File: src/design/fan_pwm_pkg.sv
// Constants shared by the fan drive duty-control block
package fan_pwm_pkg;
    // Drive level register
    localparam int LEVEL_W = 4;
    localparam logic [3:0] LEVEL_RESET = 4'h2;
    // Oscillator ticks per PWM period; chosen so every step is exact
    localparam int PERIOD_TICKS = 150;
    localparam int CNT_W = 8;
    localparam logic [7:0] MIN_ON_TICKS = 8'h2D;
    localparam logic [7:0] STEP_TICKS = 8'h07;
    // Analog input scale, millivolts
    localparam int MV_W = 12;
    localparam logic [11:0] TEMP_LOW_MV = 12'h654;
    localparam logic [11:0] TEMP_HIGH_MV = 12'hA28;
    // Ticks gained per 28 mV above the low point (105 ticks over 980 mV)
    localparam logic [7:0] MV_SCALE_NUM = 8'h03;
    localparam logic [7:0] MV_SCALE_DEN = 8'h1C;
    // Identification values; arbitrary
    localparam logic [7:0] MAKER_CODE_VAL = 8'hA5;
    localparam logic [1:0] VARIANT_CODE_VAL = 2'h3;
    // Cycles after reset release before the open pin is trusted
    localparam logic [1:0] SETTLE_CYCLES = 2'h3;
    typedef enum logic [1:0] {
        ST_SETTLE = 2'b00,
        ST_RUN = 2'b01
    } boot_state_t;
endpackage

File: src/design/fan_pwm_duty_control.sv
// Fan drive PWM with register or analog duty source and identity codes
`timescale 1ns/100ps

//////////////////////////////////////////////////////////////////////////////
// What this block does
// - A 4-bit read/write drive level register selects the output duty.
// - Code 0 gives 30% duty and each step adds 4.67%, reaching 100% at 15.
// - In analog mode with the input found open, code 2 (39.33%) is used.
// - The drive level register is the host's path for commanding speed.
// - An 8-bit maker code reads back a fixed value that writes cannot alter.
// - A 2-bit variant code tells the base part from the fault-signalling one.
// - In analog mode 1.62 V gives 30% duty and 2.6 V gives 100%, linearly.
// - Source select set takes duty from the register, clear from the input.
// - After power-up the open input state is captured into a status flag.
module fan_pwm_duty_control
    import fan_pwm_pkg::*;
(
    input wire logic clk,
    input wire logic rst_n,
    input wire logic level_wr_en,
    input wire logic [LEVEL_W-1:0] level_wr_data,
    input wire logic drive_source_select,
    input wire logic [MV_W-1:0] temperature_voltage_input,
    input wire logic input_open_pin,
    input wire logic oscillator_capacitor_pin,
    output logic [LEVEL_W-1:0] fan_drive_level,
    output logic [7:0] maker_code,
    output logic [1:0] variant_code,
    output logic input_open_flag,
    output logic fan_drive_output
);

    //////////////////////////////////////////////////////////////////////////
    // Pin synchronisers
    logic [MV_W-1:0] temp_meta;
    logic [MV_W-1:0] temp_sync;
    logic [MV_W-1:0] temp_prev;
    logic [MV_W-1:0] temp_stable;
    logic open_meta;
    logic open_sync;
    logic osc_meta;
    logic osc_sync;
    logic osc_last;

    // Two flops per bit keep metastability away from the duty logic
    always_ff @(posedge clk) begin
        if (!rst_n) begin
            temp_meta <= '0;
            temp_sync <= '0;
        end else begin
            temp_meta <= temperature_voltage_input;
            temp_sync <= temp_meta;
        end
    end

    // A multi-bit word can tear while the converter updates, so a new
    // value is only taken once two samples in a row agree
    always_ff @(posedge clk) begin
        if (!rst_n) begin
            temp_prev <= '0;
            temp_stable <= '0;
        end else begin
            temp_prev <= temp_sync;
            if (temp_sync == temp_prev) begin
                temp_stable <= temp_sync;
            end
        end
    end

    always_ff @(posedge clk) begin
        if (!rst_n) begin
            open_meta <= 1'b0;
            open_sync <= 1'b0;
        end else begin
            open_meta <= input_open_pin;
            open_sync <= open_meta;
        end
    end

    // Only rising edges of the oscillator count; osc_last keeps the
    // previous synchronised level for the edge detect
    always_ff @(posedge clk) begin
        if (!rst_n) begin
            osc_meta <= 1'b0;
            osc_sync <= 1'b0;
            osc_last <= 1'b0;
        end else begin
            osc_meta <= oscillator_capacitor_pin;
            osc_sync <= osc_meta;
            osc_last <= osc_sync;
        end
    end

    logic osc_tick;
    assign osc_tick = osc_sync & ~osc_last;

    //////////////////////////////////////////////////////////////////////////
    // Registers and identity
    // Back-to-back writes are allowed; the last one wins
    always_ff @(posedge clk) begin
        if (!rst_n) begin
            fan_drive_level <= LEVEL_RESET;
        end else if (level_wr_en) begin
            fan_drive_level <= level_wr_data;
        end
    end

    // Identity outputs read zero in reset, then fixed codes; no write port reaches them
    always_ff @(posedge clk) begin
        if (!rst_n) begin
            maker_code <= 8'h00;
            variant_code <= 2'h0;
        end else begin
            maker_code <= MAKER_CODE_VAL;
            variant_code <= VARIANT_CODE_VAL;
        end
    end

    //////////////////////////////////////////////////////////////////////////
    // Power-up check of the open input
    boot_state_t boot_state;
    logic [1:0] settle_cnt;

    always_ff @(posedge clk) begin
        if (!rst_n) begin
            boot_state <= ST_SETTLE;
            settle_cnt <= 2'h0;
            input_open_flag <= 1'b0;
        end else begin
            case (boot_state)
                ST_SETTLE: begin
                    // Wait until the synchroniser holds a real pin sample
                    if (settle_cnt == SETTLE_CYCLES) begin
                        input_open_flag <= open_sync;
                        boot_state <= ST_RUN;
                    end else begin
                        settle_cnt <= settle_cnt + 2'h1;
                    end
                end
                ST_RUN: begin
                    // Power-up capture only; pin changes wait for reset
                    boot_state <= ST_RUN;
                end
                default: begin
                    // Unreachable codes restart the capture
                    boot_state <= ST_SETTLE;
                end
            endcase
        end
    end

    //////////////////////////////////////////////////////////////////////////
    // Duty selection
    // Code 15 gives a full period of on time, so the output stays high
    function automatic logic [CNT_W-1:0] code_ticks(
        input logic [LEVEL_W-1:0] code
    );
        code_ticks = MIN_ON_TICKS + STEP_TICKS * {4'h0, code};
    endfunction

    logic [MV_W-1:0] temp_above;
    // Widest product is 980 mV times 3, well inside these 20 bits
    logic [MV_W+7:0] temp_scaled;
    logic [CNT_W-1:0] analog_ticks;
    logic [CNT_W-1:0] next_on_ticks;

    // Below the low point the duty floors at 30%; at or above the high
    // point it saturates at a full period
    always_comb begin
        temp_above = '0;
        if (temp_stable >= TEMP_HIGH_MV) begin
            temp_above = TEMP_HIGH_MV - TEMP_LOW_MV;
        end else if (temp_stable > TEMP_LOW_MV) begin
            temp_above = temp_stable - TEMP_LOW_MV;
        end
        temp_scaled = ({8'h00, temp_above} * {12'h000, MV_SCALE_NUM})
            / {12'h000, MV_SCALE_DEN};
        analog_ticks = MIN_ON_TICKS + temp_scaled[CNT_W-1:0];
    end

    // The register path wins whenever the host owns the duty; the
    // open-input default only applies in analog mode
    always_comb begin
        if (drive_source_select) begin
            next_on_ticks = code_ticks(fan_drive_level);
        end else if (input_open_flag) begin
            next_on_ticks = code_ticks(LEVEL_RESET);
        end else begin
            next_on_ticks = analog_ticks;
        end
    end

    //////////////////////////////////////////////////////////////////////////
    // PWM timebase; duty is latched per period so edges never tear
    // Ticks come only from real oscillator edges, never from clk alone
    logic [CNT_W-1:0] period_cnt;
    logic [CNT_W-1:0] on_ticks;

    always_ff @(posedge clk) begin
        if (!rst_n) begin
            period_cnt <= '0;
            on_ticks <= code_ticks(LEVEL_RESET);
        end else if (osc_tick) begin
            if (period_cnt == CNT_W'(PERIOD_TICKS - 1)) begin
                period_cnt <= '0;
                on_ticks <= next_on_ticks;
            end else begin
                period_cnt <= period_cnt + 8'h01;
            end
        end
    end

    // Output lags the counter by one clock; resolution is one tick
    always_ff @(posedge clk) begin
        if (!rst_n) begin
            fan_drive_output <= 1'b0;
        end else begin
            fan_drive_output <= (period_cnt < on_ticks);
        end
    end

endmodule

File: config.mk
export PLATFORM = sky130hd
export DESIGN_NAME = fan_pwm_duty_control
export DESIGN_NICKNAME = d
export VERILOG_FILES = /design/src/design/fan_pwm_pkg.sv /design/src/design/fan_pwm_duty_control.sv
export SDC_FILE = /design/constraint.sdc
export NUM_CORES = 1
export LEC_CHECK = 0
export CAP_MARGIN = 20
export CORE_MARGIN = 2
export CORE_UTILIZATION = 39
export DETAILED_ROUTE_END_ITERATION = 16
export DONT_BUFFER_PORTS = 1
export GPL_TIMING_DRIVEN = 0
export PLACE_DENSITY = 0.62
export SETUP_SLACK_MARGIN = 0.5
export SYNTH_ARGS = -nofsm -noshare
export SYNTH_HDL_FRONTEND = slang
export SYNTH_SLANG_ARGS = --single-unit
File: constraint.sdc
create_clock -name clk -period 26.4 [get_ports clk]
set_input_delay 5.28 -clock clk [delete_from_list [all_inputs] [get_ports clk]]
set_output_delay 5.28 -clock clk [all_outputs]
set_load 0.05 [all_outputs]
==> run_summary.xml, run 1 <==
<?xml version="1.0" encoding="UTF-8"?>
<metrics>
  <group name="outcome">
    <metric name="status" unit="">finished, final reports clean</metric>
  </group>
  <group name="placement">
    <metric name="dpl.hpwl" unit="mm">12.0</metric>
    <metric name="port_buffers" unit="">0</metric>
    <metric name="placement.setup.worst_slack" unit="ns">14.83</metric>
    <metric name="globalplace.congestion" unit="">0.893</metric>
  </group>
  <group name="timing">
    <metric name="grt_setup_unrepaired" unit="">false</metric>
    <metric name="worst_slack" unit="ns">14.63</metric>
    <metric name="max_slew.worst_pin.slew" unit="ns">0.781</metric>
    <metric name="setup_viol" unit="">0</metric>
    <metric name="timing.setup.tns" unit="ns">0</metric>
    <metric name="final-hold-violation-count" unit="">0</metric>
    <metric name="min_tclk_post_route" unit="ns">11.77</metric>
    <metric name="timing.final.crit_share" unit="%">44.6</metric>
    <metric name="fmax" unit="GHz">0.0850</metric>
    <metric name="report.final.slew_viol_count" unit="">0</metric>
    <metric name="worst_slew_margin_rel" unit="%">47.9</metric>
    <metric name="worst_clock_skew" unit="ns">0.00707</metric>
  </group>
  <group name="layout">
    <metric name="layout_commonest_cell" unit="">sky130_fd_sc_hd__dfxtp_1</metric>
    <metric name="nets" unit="">907</metric>
    <metric name="multi_input_area" unit="um2">4820</metric>
    <metric name="drive_above_1_share" unit="%">11.4</metric>
    <metric name="layout_common_cells" unit="">79 x sky130_fd_sc_hd__dfxtp_1, 63 x sky130_fd_sc_hd__nor2_1, 51 x sky130_fd_sc_hd__and2_1</metric>
    <metric name="final.fill_count" unit="">1744</metric>
    <metric name="syn_to_final_growth" unit="%">9.14</metric>
    <metric name="ff_latch_area" unit="um2">1580</metric>
    <metric name="diodes" unit="">0</metric>
  </group>
  <group name="worst_setup_path">
    <metric name="timing_worst_setup_path_type" unit="">register to register</metric>
    <metric name="end_kind" unit="">register</metric>
    <metric name="critical_path_arrival" unit="ns">12.00</metric>
    <metric name="critical_path.max_fanout" unit="">10</metric>
    <metric name="slowest_stage" unit="">sky130_fd_sc_hd__xnor3_1</metric>
    <metric name="worst_ep_required_time" unit="ns">26.63</metric>
    <metric name="startpoint_type" unit="">register</metric>
    <metric name="critical_path.max_stage_delay" unit="ns">0.64</metric>
  </group>
  <group name="synthesis">
    <metric name="synth-adder-area-share" unit="%">8.16</metric>
    <metric name="yosys.area_share.xor_xnor" unit="%">6.81</metric>
    <metric name="cells_after_synth" unit="">827</metric>
    <metric name="synth_cell_type_count" unit="">108</metric>
    <metric name="synth_compound_gate_area_share" unit="%">26.3</metric>
    <metric name="yosysSeqAreaShare" unit="%">23.4</metric>
    <metric name="number_of_enable_flip_flop_cells_after_synthesis" unit="">0</metric>
    <metric name="asyncSetResetFlopFracSynth" unit="%">0</metric>
    <metric name="dominant_combinational_cell_family_by_area_after_synthesis" unit="">compound AO/OA/AOI/OAI gates</metric>
    <metric name="synth.yosys.warnings" unit="">0</metric>
    <metric name="mappedNetlistArea" unit="um2">6750</metric>
    <metric name="yosys-mux-area-fraction" unit="%">4.34</metric>
    <metric name="postSynth.topFlopCell" unit="">sky130_fd_sc_hd__dfxtp_1</metric>
    <metric name="synth.ff_latch_count" unit="">79</metric>
    <metric name="synth_simple_gate_area_share" unit="%">25.5</metric>
    <metric name="synth_area_per_cell" unit="um2">8.16</metric>
  </group>
  <group name="detailed_routing">
    <metric name="drcViolationCount" unit="">0</metric>
    <metric name="detailroute.via_count" unit="">5924</metric>
    <metric name="detail-route-antenna-nets" unit="">0</metric>
    <metric name="routed_wl" unit="mm">15.4</metric>
    <metric name="avgRoutedWirePerCell" unit="um">14.4</metric>
    <metric name="vias_per_cell" unit="">5.52</metric>
    <metric name="dr.first_iter.drc_count" unit="">287</metric>
    <metric name="firstDrtPassIters" unit="">5</metric>
  </group>
  <group name="cts">
    <metric name="number_of_buffers_inserted_by_hold_repair_at_cts" unit="">0</metric>
    <metric name="cts.htree.levels" unit="">3</metric>
    <metric name="clock_path_buffers" unit="">2</metric>
    <metric name="clk_latency" unit="ns">0.34</metric>
    <metric name="cts_resized" unit="">0</metric>
    <metric name="path_clk_slew" unit="ns">0.06</metric>
    <metric name="clock-root-buffer" unit="">sky130_fd_sc_hd__clkbuf_16</metric>
    <metric name="cts_tree" unit="">done</metric>
    <metric name="cts_post_setup_buffers_inserted" unit="">0</metric>
    <metric name="tritoncts.num_buffers" unit="">9</metric>
    <metric name="cts_num_sinks" unit="">79</metric>
  </group>
  <group name="floorplanning">
    <metric name="design.portCount" unit="">38</metric>
    <metric name="placeableCoreArea" unit="um2">17100</metric>
    <metric name="std_cell_rows" unit="">48</metric>
    <metric name="die_width" unit="um">136</metric>
    <metric name="fp.dieArea" unit="um2">18400</metric>
    <metric name="dieHeight" unit="um">136</metric>
    <metric name="initial_utilization" unit="%">39.4</metric>
  </group>
  <group name="global_routing">
    <metric name="via_count_of_the_first_global_routing_pass" unit="">5402</metric>
    <metric name="global_router_s_overall_resource_usage" unit="%">17.0</metric>
    <metric name="grt_antenna_before_repair" unit="">0</metric>
    <metric name="grt_max_degree" unit="">17</metric>
    <metric name="globalRouteOverflowTotal" unit="">0</metric>
    <metric name="grt_first_pass_wirelength" unit="mm">26.0</metric>
  </group>
  <group name="job">
    <metric name="timing.max_cap.violations" unit="">0</metric>
  </group>
  <group name="power">
    <metric name="leakage" unit="nW">3.15</metric>
    <metric name="pwr_density_cell" unit="nW/um2">43.3</metric>
    <metric name="irDropWorstVdd" unit="uV">81.8</metric>
  </group>
  <group name="hold_path">
    <metric name="hold_path_class" unit="">register to register</metric>
  </group>
</metrics>
## cell usage after synthesis (14+ instances only)
cell                       count  area (um2)
sky130_fd_sc_hd__dfxtp_1      79        1580
sky130_fd_sc_hd__nor2_1       63         236
sky130_fd_sc_hd__and2_1       51         319
sky130_fd_sc_hd__nand2_1      45         169
sky130_fd_sc_hd__a21oi_1      43         215
sky130_fd_sc_hd__ha_1         39         488
sky130_fd_sc_hd__o21ai_0      37         185
sky130_fd_sc_hd__inv_1        29         109
sky130_fd_sc_hd__nor2b_1      28         175
sky130_fd_sc_hd__clkbuf_1     26        97.6
sky130_fd_sc_hd__xor2_1       26         228
sky130_fd_sc_hd__nor3_1       24         120
sky130_fd_sc_hd__mux2i_1      23         230
sky130_fd_sc_hd__xnor2_1      22         193
sky130_fd_sc_hd__nand3_1      21         105
sky130_fd_sc_hd__a31oi_1      14        87.6
## where the power goes
part	switching, W	internal [W]	total, W	leakage (nW)
clock	0.0000524	0.0000753	0.000128	0.154
sequential	0.00000570	0.000125	0.000130	0.646
combinational	0.0000360	0.0000245	0.0000606	2.35
## per-layer routing
| metal | vias up | global-route usage, % | part of all wire (%) |
|---|---|---|---|
| met4 | 0 | 5.90 | 1.7 |
| met2 | 137 | 27.9 | 46 |
| met1 | 2717 | 23.5 | 49 |
| met5 | - | 0 | 0 |
| li1 | 3053 | - | - |
| met3 | 17 | 1.53 | 3.5 |
## stage by stage
stage          hold WS [ns]  power, W  util (%)  cells  instance area [um2]
2_1_floorplan         0.412  0.000182         -    833                 6770
3_3_place_gp          0.415  0.000193      41.2   1058                 7050
3_5_place_dp          0.417  0.000193      41.2   1058                 7050
4_1_cts               0.432  0.000321      43.0   1074                 7360
5_1_grt               0.444  0.000334      43.0   1074                 7360
6_report              0.432  0.000319      43.0   1074                 7360
## worst max-delay path, delay by kind of cell (launching register included)
| family | cells | cell delay [ns] |
|---|---|---|
| compound gates | 19 | 5.04 |
| simple gates | 11 | 2.26 |
| fa+ha+maj | 5 | 1.50 |
| buf+inv | 4 | 0.94 |
| xor+xnor | 2 | 0.80 |
| mux | 2 | 0.69 |
| flops | 1 | 0.34 |
## sequential cells by signal, summed over array words and instances, names as in the netlist, 2 cells and up
signal           count
temp_prev           12
temp_stable         12
on_ticks             8
settle_cnt           2
period_cnt           8
temp_meta           12
fan_drive_level      4
temp_sync           12
## cells by family (layout without fill, tap and decap cells)
logic type | count (synthesis) | in the layout
buffers and inverters | 80 | 96
AND/OR/NAND/NOR | 311 | 311
adder cells (fa/ha/maj) | 43 | 43
AO/OA/AOI/OAI | 234 | 234
flip-flops | 79 | 79
multiplexers | 28 | 28
XOR/XNOR | 50 | 50
other | 2 | 8
## path summary, 6_finish.rpt
| check | from | end | slack (ns) | depth (start not counted) |
|---|---|---|---|---|
| worst max register to register | temp_stable[2] | on_ticks[6] | 14.63 | 43 |
| worst min register to register | temp_meta[3] | temp_sync[3] | 0.43 | 1 |
| worst max-delay path | temp_stable[2] | on_ticks[6] | 14.63 | 43 |
| worst min-delay path | temp_meta[3] | temp_sync[3] | 0.43 | 1 |
## layout make-up
| class | instances | area share (%) |
|---|---|---|
| Sequential cell | 79 | 21.5 |
| Clock buffer | 9 | 3.06 |
| Multi-Input combinational cell | 674 | 65.5 |
| Tap cell | 225 | 3.82 |
| Inverter | 31 | 1.65 |
| Buffer | 49 | 3.28 |
| Clock inverter | 7 | 1.19 |
(Power assumes the default switching activity.)
==> inputs of run 2 (changes only) <==
--- a/config.mk
+++ b/config.mk
@@ -11,7 +11,7 @@
 export DETAILED_ROUTE_END_ITERATION = 16
 export DONT_BUFFER_PORTS = 1
 export GPL_TIMING_DRIVEN = 0
-export PLACE_DENSITY = 0.62
+export PLACE_DENSITY = 0.64
 export SETUP_SLACK_MARGIN = 0.5
 export SYNTH_ARGS = -nofsm -noshare
 export SYNTH_HDL_FRONTEND = slang
==> constraint.sdc (replaced) <==
create_clock -name clk -period 10.7 [get_ports clk]
set_input_delay 2.14 -clock clk [delete_from_list [all_inputs] [get_ports clk]]
set_output_delay 2.14 -clock clk [all_outputs]
set_load 0.05 [all_outputs]
==> run_summary.xml, run 2 (synthesis results as in run 1) <==
<?xml version="1.0" encoding="UTF-8"?>
<metrics>
  <group name="outcome">
    <metric name="status" unit="">finished, final reports clean</metric>
  </group>
  <group name="worst_setup_path">
    <metric name="critical_path_arrival" unit="ns">10.01</metric>
    <metric name="slowest_stage" unit="">sky130_fd_sc_hd__a2111o_1</metric>
    <metric name="critical_path.max_fanout" unit="">10</metric>
    <metric name="critical_path.max_stage_delay" unit="ns">0.49</metric>
    <metric name="startpoint_type" unit="">register</metric>
    <metric name="timing_worst_setup_path_type" unit="">register to register</metric>
    <metric name="critical_path_buf_inv_count" unit="">5</metric>
    <metric name="end_kind" unit="">register</metric>
    <metric name="setup.reg_to_reg.worst_slack" unit="ns">0.91</metric>
    <metric name="cell_type_group_with_the_largest_total_delay_on_the_critical_path" unit="">compound AO/OA/AOI/OAI gates</metric>
    <metric name="worst_ep_required_time" unit="ns">10.92</metric>
  </group>
  <group name="global_routing">
    <metric name="globalRouteOverflowTotal" unit="">0</metric>
    <metric name="global_router_s_overall_resource_usage" unit="%">17.2</metric>
    <metric name="via_count_of_the_first_global_routing_pass" unit="">5532</metric>
    <metric name="grt_max_degree" unit="">17</metric>
    <metric name="grt_antenna_before_repair" unit="">0</metric>
    <metric name="grt_first_pass_wirelength" unit="mm">26.5</metric>
  </group>
  <group name="layout">
    <metric name="layout_common_cells" unit="">79 x sky130_fd_sc_hd__dfxtp_1, 57 x sky130_fd_sc_hd__nor2_1, 50 x sky130_fd_sc_hd__and2_1</metric>
    <metric name="nets" unit="">946</metric>
    <metric name="layout_commonest_cell" unit="">sky130_fd_sc_hd__dfxtp_1</metric>
    <metric name="syn_to_final_growth" unit="%">19.7</metric>
    <metric name="diodes" unit="">0</metric>
    <metric name="drive_above_1_share" unit="%">22.1</metric>
  </group>
  <group name="placement">
    <metric name="port_buffers" unit="">0</metric>
    <metric name="globalplace.congestion" unit="">0.885</metric>
    <metric name="dpl.hpwl" unit="mm">11.8</metric>
    <metric name="placement.setup.worst_slack" unit="ns">-0.824</metric>
  </group>
  <group name="power">
    <metric name="irDropWorstVdd" unit="uV">156</metric>
    <metric name="seq_power_share" unit="%">38.6</metric>
    <metric name="pwr_density_cell" unit="nW/um2">103</metric>
    <metric name="clock_power_share" unit="%">40.2</metric>
    <metric name="leakage" unit="nW">3.41</metric>
    <metric name="combPwrFrac" unit="%">21.2</metric>
    <metric name="internal-power" unit="W">0.000593</metric>
    <metric name="netSwitchingFraction" unit="%">28.8</metric>
    <metric name="net_load_switching_power" unit="W">0.000240</metric>
  </group>
  <group name="detailed_routing">
    <metric name="drcViolationCount" unit="">0</metric>
    <metric name="firstDrtPassIters" unit="">5</metric>
    <metric name="detail-route-antenna-nets" unit="">0</metric>
    <metric name="detailroute.via_count" unit="">6235</metric>
    <metric name="avgRoutedWirePerCell" unit="um">14.8</metric>
    <metric name="dr.first_iter.drc_count" unit="">333</metric>
    <metric name="routed_wl" unit="mm">16.5</metric>
    <metric name="vias_per_cell" unit="">5.60</metric>
  </group>
  <group name="floorplanning">
    <metric name="design.portCount" unit="">38</metric>
    <metric name="std_cell_rows" unit="">48</metric>
    <metric name="dieHeight" unit="um">136</metric>
    <metric name="die_width" unit="um">136</metric>
    <metric name="fp.dieArea" unit="um2">18400</metric>
    <metric name="initial_utilization" unit="%">39.4</metric>
    <metric name="placeableCoreArea" unit="um2">17100</metric>
  </group>
  <group name="hold_path">
    <metric name="hold_path_class" unit="">register to register</metric>
  </group>
  <group name="timing">
    <metric name="timing.final.crit_share" unit="%">91.5</metric>
    <metric name="report.final.slew_viol_count" unit="">0</metric>
    <metric name="setup_viol" unit="">0</metric>
    <metric name="worst_clock_skew" unit="ns">0.00485</metric>
    <metric name="max_slew.worst_pin.slew" unit="ns">0.956</metric>
    <metric name="timing.setup.tns" unit="ns">0</metric>
    <metric name="worst_slew_margin_rel" unit="%">35.6</metric>
    <metric name="hold_ws" unit="ns">0.431</metric>
    <metric name="worst_slack" unit="ns">0.907</metric>
    <metric name="fmax" unit="GHz">0.102</metric>
    <metric name="final-hold-violation-count" unit="">0</metric>
    <metric name="min_tclk_post_route" unit="ns">9.79</metric>
    <metric name="grt_setup_unrepaired" unit="">false</metric>
  </group>
  <group name="cts">
    <metric name="clock_path_buffers" unit="">2</metric>
    <metric name="tritoncts.num_buffers" unit="">9</metric>
    <metric name="cts_tree" unit="">done</metric>
    <metric name="cts.htree.levels" unit="">3</metric>
    <metric name="clock-root-buffer" unit="">sky130_fd_sc_hd__clkbuf_16</metric>
    <metric name="path_clk_slew" unit="ns">0.06</metric>
    <metric name="clk_latency" unit="ns">0.33</metric>
    <metric name="cts_num_sinks" unit="">79</metric>
  </group>
  <group name="job">
    <metric name="timing.max_cap.violations" unit="">0</metric>
  </group>
</metrics>
## run 2: changes by cell type in the layout (fill, tap and decap cells not counted), moves of 4 or more
cell                       before  now
sky130_fd_sc_hd__buf_4         10   48
sky130_fd_sc_hd__a21oi_1       43   36
sky130_fd_sc_hd__a21oi_2        2    8
sky130_fd_sc_hd__clkbuf_1      26   20
sky130_fd_sc_hd__nor2_1        63   57
sky130_fd_sc_hd__o21ai_0       37   31
sky130_fd_sc_hd__nor2_2         1    6
sky130_fd_sc_hd__buf_6          1    5
sky130_fd_sc_hd__clkbuf_2       0    4
sky130_fd_sc_hd__ha_1          39   35
sky130_fd_sc_hd__ha_2           0    4
sky130_fd_sc_hd__nor3_1        24   20
## run 2: worst register-to-register path, delay by kind of cell, from the launching register on
family,cells,cell delay [ns]
AO/OA/AOI/OAI,19,4.39
XOR/XNOR,1,0.16
adder cells (fa/ha/maj),4,1.09
buffers and inverters,5,0.73
flip-flops,1,0.35
multiplexers,1,0.40
AND/OR/NAND/NOR,15,2.60
## run 2: area by class of cell
type                            instances  area [um2]
Clock inverter                          7         109
Inverter                               31         126
Fill cell                            1672        9040
Sequential cell                        79        1580
Multi-Input combinational cell        674        5190
Clock buffer                            9         225
Timing Repair Buffer                   39         297
Buffer                                 49         268
Tap cell                              225         282
## run 2: timing repair
action                                  CTS  global route
hold endpoints to repair                  0             0
pin swaps                                 9            30
hold buffers                              0             0
buffers inserted                         10            29
gates resized for setup                  33            67
endpoints found under the setup margin    8             8
## run 2: per-layer routing
layer / up-vias / global-route usage (%) / wire length, um
li1: 3123 / - / -
met1: 2914 / 23.9 / 7680
met2: 166 / 28.3 / 7750
met3: 32 / 1.95 / 731
met4: 0 / 4.80 / 337
met5: - / 0 / 0
## run 2: power by group through the flow
stage,logic (W),clock network [W],registers [W]
detailed placement,0.000148,0,0.000328
global route,0.000194,0.000355,0.000323
CTS,0.000156,0.000343,0.000322
global placement,0.000147,0,0.000328
finish,0.000177,0.000335,0.000322
floorplan,0.000123,0,0.000326
## run 2: per-stage QoR
stage	std cells	util (%)	cell area [um2]	total power (W)
final	1113	47.2	8080	0.000833
after global routing	1113	47.2	8080	0.000872
after CTS	1084	44.4	7600	0.000821
after detailed placement	1058	41.2	7050	0.000476
after global placement	1058	41.2	7050	0.000475
after floorplan	833	-	6770	0.000449
## run 2: worst paths after layout
| kind | start | end | cells after the start |
|---|---|---|---|
| worst min-delay path | temp_meta[1] | temp_sync[1] | 1 |
| worst max register to register | temp_stable[2] | on_ticks[6] | 45 |
| worst max-delay path | temp_stable[2] | on_ticks[6] | 45 |
| worst min register to register | temp_meta[1] | temp_sync[1] | 1 |
==> inputs of run 3 (changes only) <==
--- a/config.mk
+++ b/config.mk
@@ -5,13 +5,13 @@
 export SDC_FILE = /design/constraint.sdc
 export NUM_CORES = 1
 export LEC_CHECK = 0
-export CAP_MARGIN = 20
 export CORE_MARGIN = 2
 export CORE_UTILIZATION = 39
 export DETAILED_ROUTE_END_ITERATION = 16
 export DONT_BUFFER_PORTS = 1
 export GPL_TIMING_DRIVEN = 0
 export PLACE_DENSITY = 0.64
+export RECOVER_POWER = 100
 export SETUP_SLACK_MARGIN = 0.5
 export SYNTH_ARGS = -nofsm -noshare
 export SYNTH_HDL_FRONTEND = slang
==> run_summary.xml, run 3 (synthesis results as in run 1) <==
<?xml version="1.0" encoding="UTF-8"?>
<metrics>
  <group name="worst_setup_path">
    <metric name="startpoint_type" unit="">register</metric>
    <metric name="critical_path_arrival" unit="ns">10.17</metric>
    <metric name="timing_worst_setup_path_type" unit="">register to register</metric>
    <metric name="cell_type_group_with_the_largest_total_delay_on_the_critical_path" unit="">compound AO/OA/AOI/OAI gates</metric>
    <metric name="critical_path.max_stage_delay" unit="ns">0.49</metric>
    <metric name="ff2ff_path_depth" unit="">47</metric>
    <metric name="worst_ep_required_time" unit="ns">10.92</metric>
    <metric name="slowest_stage" unit="">sky130_fd_sc_hd__a2111o_1</metric>
    <metric name="end_kind" unit="">register</metric>
    <metric name="cp_common_cell" unit="">sky130_fd_sc_hd__ha_2</metric>
    <metric name="critical_path_buf_inv_count" unit="">6</metric>
    <metric name="critical_path_depth" unit="">47</metric>
    <metric name="critical_path.max_fanout" unit="">10</metric>
  </group>
  <group name="outcome">
    <metric name="status" unit="">finished, final reports clean</metric>
  </group>
  <group name="cts">
    <metric name="cts.htree.levels" unit="">3</metric>
    <metric name="number_of_buffers_inserted_by_hold_repair_at_cts" unit="">0</metric>
    <metric name="clock_path_buffers" unit="">2</metric>
    <metric name="clock-root-buffer" unit="">sky130_fd_sc_hd__clkbuf_16</metric>
    <metric name="tritoncts.num_buffers" unit="">9</metric>
    <metric name="cts_num_sinks" unit="">79</metric>
    <metric name="path_clk_slew" unit="ns">0.06</metric>
    <metric name="cts_tree" unit="">done</metric>
    <metric name="clk_latency" unit="ns">0.33</metric>
  </group>
  <group name="layout">
    <metric name="drive_above_1_share" unit="%">21.2</metric>
    <metric name="layout_commonest_cell" unit="">sky130_fd_sc_hd__dfxtp_1</metric>
    <metric name="utilization" unit="%">47.0</metric>
    <metric name="final.fill_count" unit="">1679</metric>
    <metric name="nets" unit="">946</metric>
    <metric name="layout_common_cells" unit="">79 x sky130_fd_sc_hd__dfxtp_1, 57 x sky130_fd_sc_hd__nor2_1, 44 x sky130_fd_sc_hd__nand2_1</metric>
    <metric name="syn_to_final_growth" unit="%">19.2</metric>
    <metric name="instances_no_fill" unit="">1113</metric>
    <metric name="diodes" unit="">0</metric>
  </group>
  <group name="floorplanning">
    <metric name="placeableCoreArea" unit="um2">17100</metric>
    <metric name="fp.dieArea" unit="um2">18400</metric>
    <metric name="design.portCount" unit="">38</metric>
    <metric name="dieHeight" unit="um">136</metric>
    <metric name="die_width" unit="um">136</metric>
    <metric name="initial_utilization" unit="%">39.4</metric>
    <metric name="std_cell_rows" unit="">48</metric>
  </group>
  <group name="timing">
    <metric name="grt_setup_unrepaired" unit="">false</metric>
    <metric name="setup_viol" unit="">0</metric>
    <metric name="worst_slack" unit="ns">0.753</metric>
    <metric name="max_slew.worst_pin.slew" unit="ns">0.966</metric>
    <metric name="worst_slew_margin_rel" unit="%">35.4</metric>
    <metric name="final-hold-violation-count" unit="">0</metric>
    <metric name="report.final.slew_viol_count" unit="">0</metric>
    <metric name="worst_clock_skew" unit="ns">0.00420</metric>
    <metric name="timing.setup.tns" unit="ns">0</metric>
    <metric name="fmax" unit="GHz">0.101</metric>
    <metric name="timing.final.crit_share" unit="%">93.0</metric>
    <metric name="min_tclk_post_route" unit="ns">9.95</metric>
  </group>
  <group name="power">
    <metric name="leakage" unit="nW">3.38</metric>
    <metric name="pwr_density_cell" unit="nW/um2">103</metric>
    <metric name="irDropWorstVdd" unit="uV">156</metric>
  </group>
  <group name="detailed_routing">
    <metric name="vias_per_cell" unit="">5.58</metric>
    <metric name="detail-route-antenna-nets" unit="">0</metric>
    <metric name="avgRoutedWirePerCell" unit="um">14.8</metric>
    <metric name="dr.first_iter.drc_count" unit="">338</metric>
    <metric name="detailroute.via_count" unit="">6211</metric>
    <metric name="firstDrtPassIters" unit="">5</metric>
    <metric name="drcViolationCount" unit="">0</metric>
    <metric name="routed_wl" unit="mm">16.4</metric>
  </group>
  <group name="hold_path">
    <metric name="hold_path_class" unit="">register to register</metric>
    <metric name="hold_path_cell_cnt" unit="">1</metric>
  </group>
  <group name="job">
    <metric name="timing.max_cap.violations" unit="">0</metric>
  </group>
  <group name="global_routing">
    <metric name="globalRouteOverflowTotal" unit="">0</metric>
    <metric name="grt_max_degree" unit="">17</metric>
    <metric name="via_count_of_the_first_global_routing_pass" unit="">5532</metric>
    <metric name="global_router_s_overall_resource_usage" unit="%">17.2</metric>
    <metric name="grt_first_pass_wirelength" unit="mm">26.5</metric>
    <metric name="grt_antenna_before_repair" unit="">0</metric>
  </group>
  <group name="placement">
    <metric name="globalplace.congestion" unit="">0.885</metric>
    <metric name="port_buffers" unit="">0</metric>
    <metric name="post-place-cells" unit="">1058</metric>
    <metric name="placement.setup.worst_slack" unit="ns">-0.824</metric>
    <metric name="dpl.hpwl" unit="mm">11.8</metric>
  </group>
</metrics>
==> run 3: final cells by class <==
class                      instances  area (um2)  area share (%)
multi-input combinational        674        5170            64.3
sequential                        79        1580            19.7
timing repair buffer              39         297            3.69
tap                              225         282            3.50
buffer                            49         249            3.10
clock buffer                       9         225            2.80
inverter                          31         126            1.57
clock inverter                     7         109            1.35
==> run 3: repair_timing <==
action / 4_1_cts / 5_1_grt
setup endpoints to repair: 8 / 8
buffers inserted: 10 / 29
pin swaps: 9 / 30
gates cloned: 0 / 0
resized for setup: 33 / 67
==> run 3: power by group <==
group / leakage (nW) / internal, W / switching, W
clock network: 0.165 / 0.000210 / 0.000125
registers: 0.646 / 0.000307 / 0.0000141
logic: 2.56 / 0.0000750 / 0.000101
==> run 3: stage by stage <==
step                hold slack [ns]  cell area [um2]  power [W]
global placement              0.416             7050   0.000475
detailed placement            0.419             7050   0.000476
global route                  0.449             8040   0.000871
floorplan                     0.412             6770   0.000449
finish                        0.433             8040   0.000832
CTS                           0.434             7600   0.000821
==> run 3: routing by layer <==
layer	routed length, um	vias up	track usage, %
li1	-	3123	-
met1	7700	2913	23.9
met2	7750	149	28.3
met3	691	26	1.95
met4	303	0	4.80
met5	0	-	0
==> run 3: worst paths after layout <==
check                           slack, ns      endpoint           start
worst min register to register       0.43  temp_sync[1]    temp_meta[1]
worst max-delay path                 0.75   on_ticks[6]  temp_stable[2]
worst min-delay path                 0.43  temp_sync[1]    temp_meta[1]
worst max register to register       0.75   on_ticks[6]  temp_stable[2]
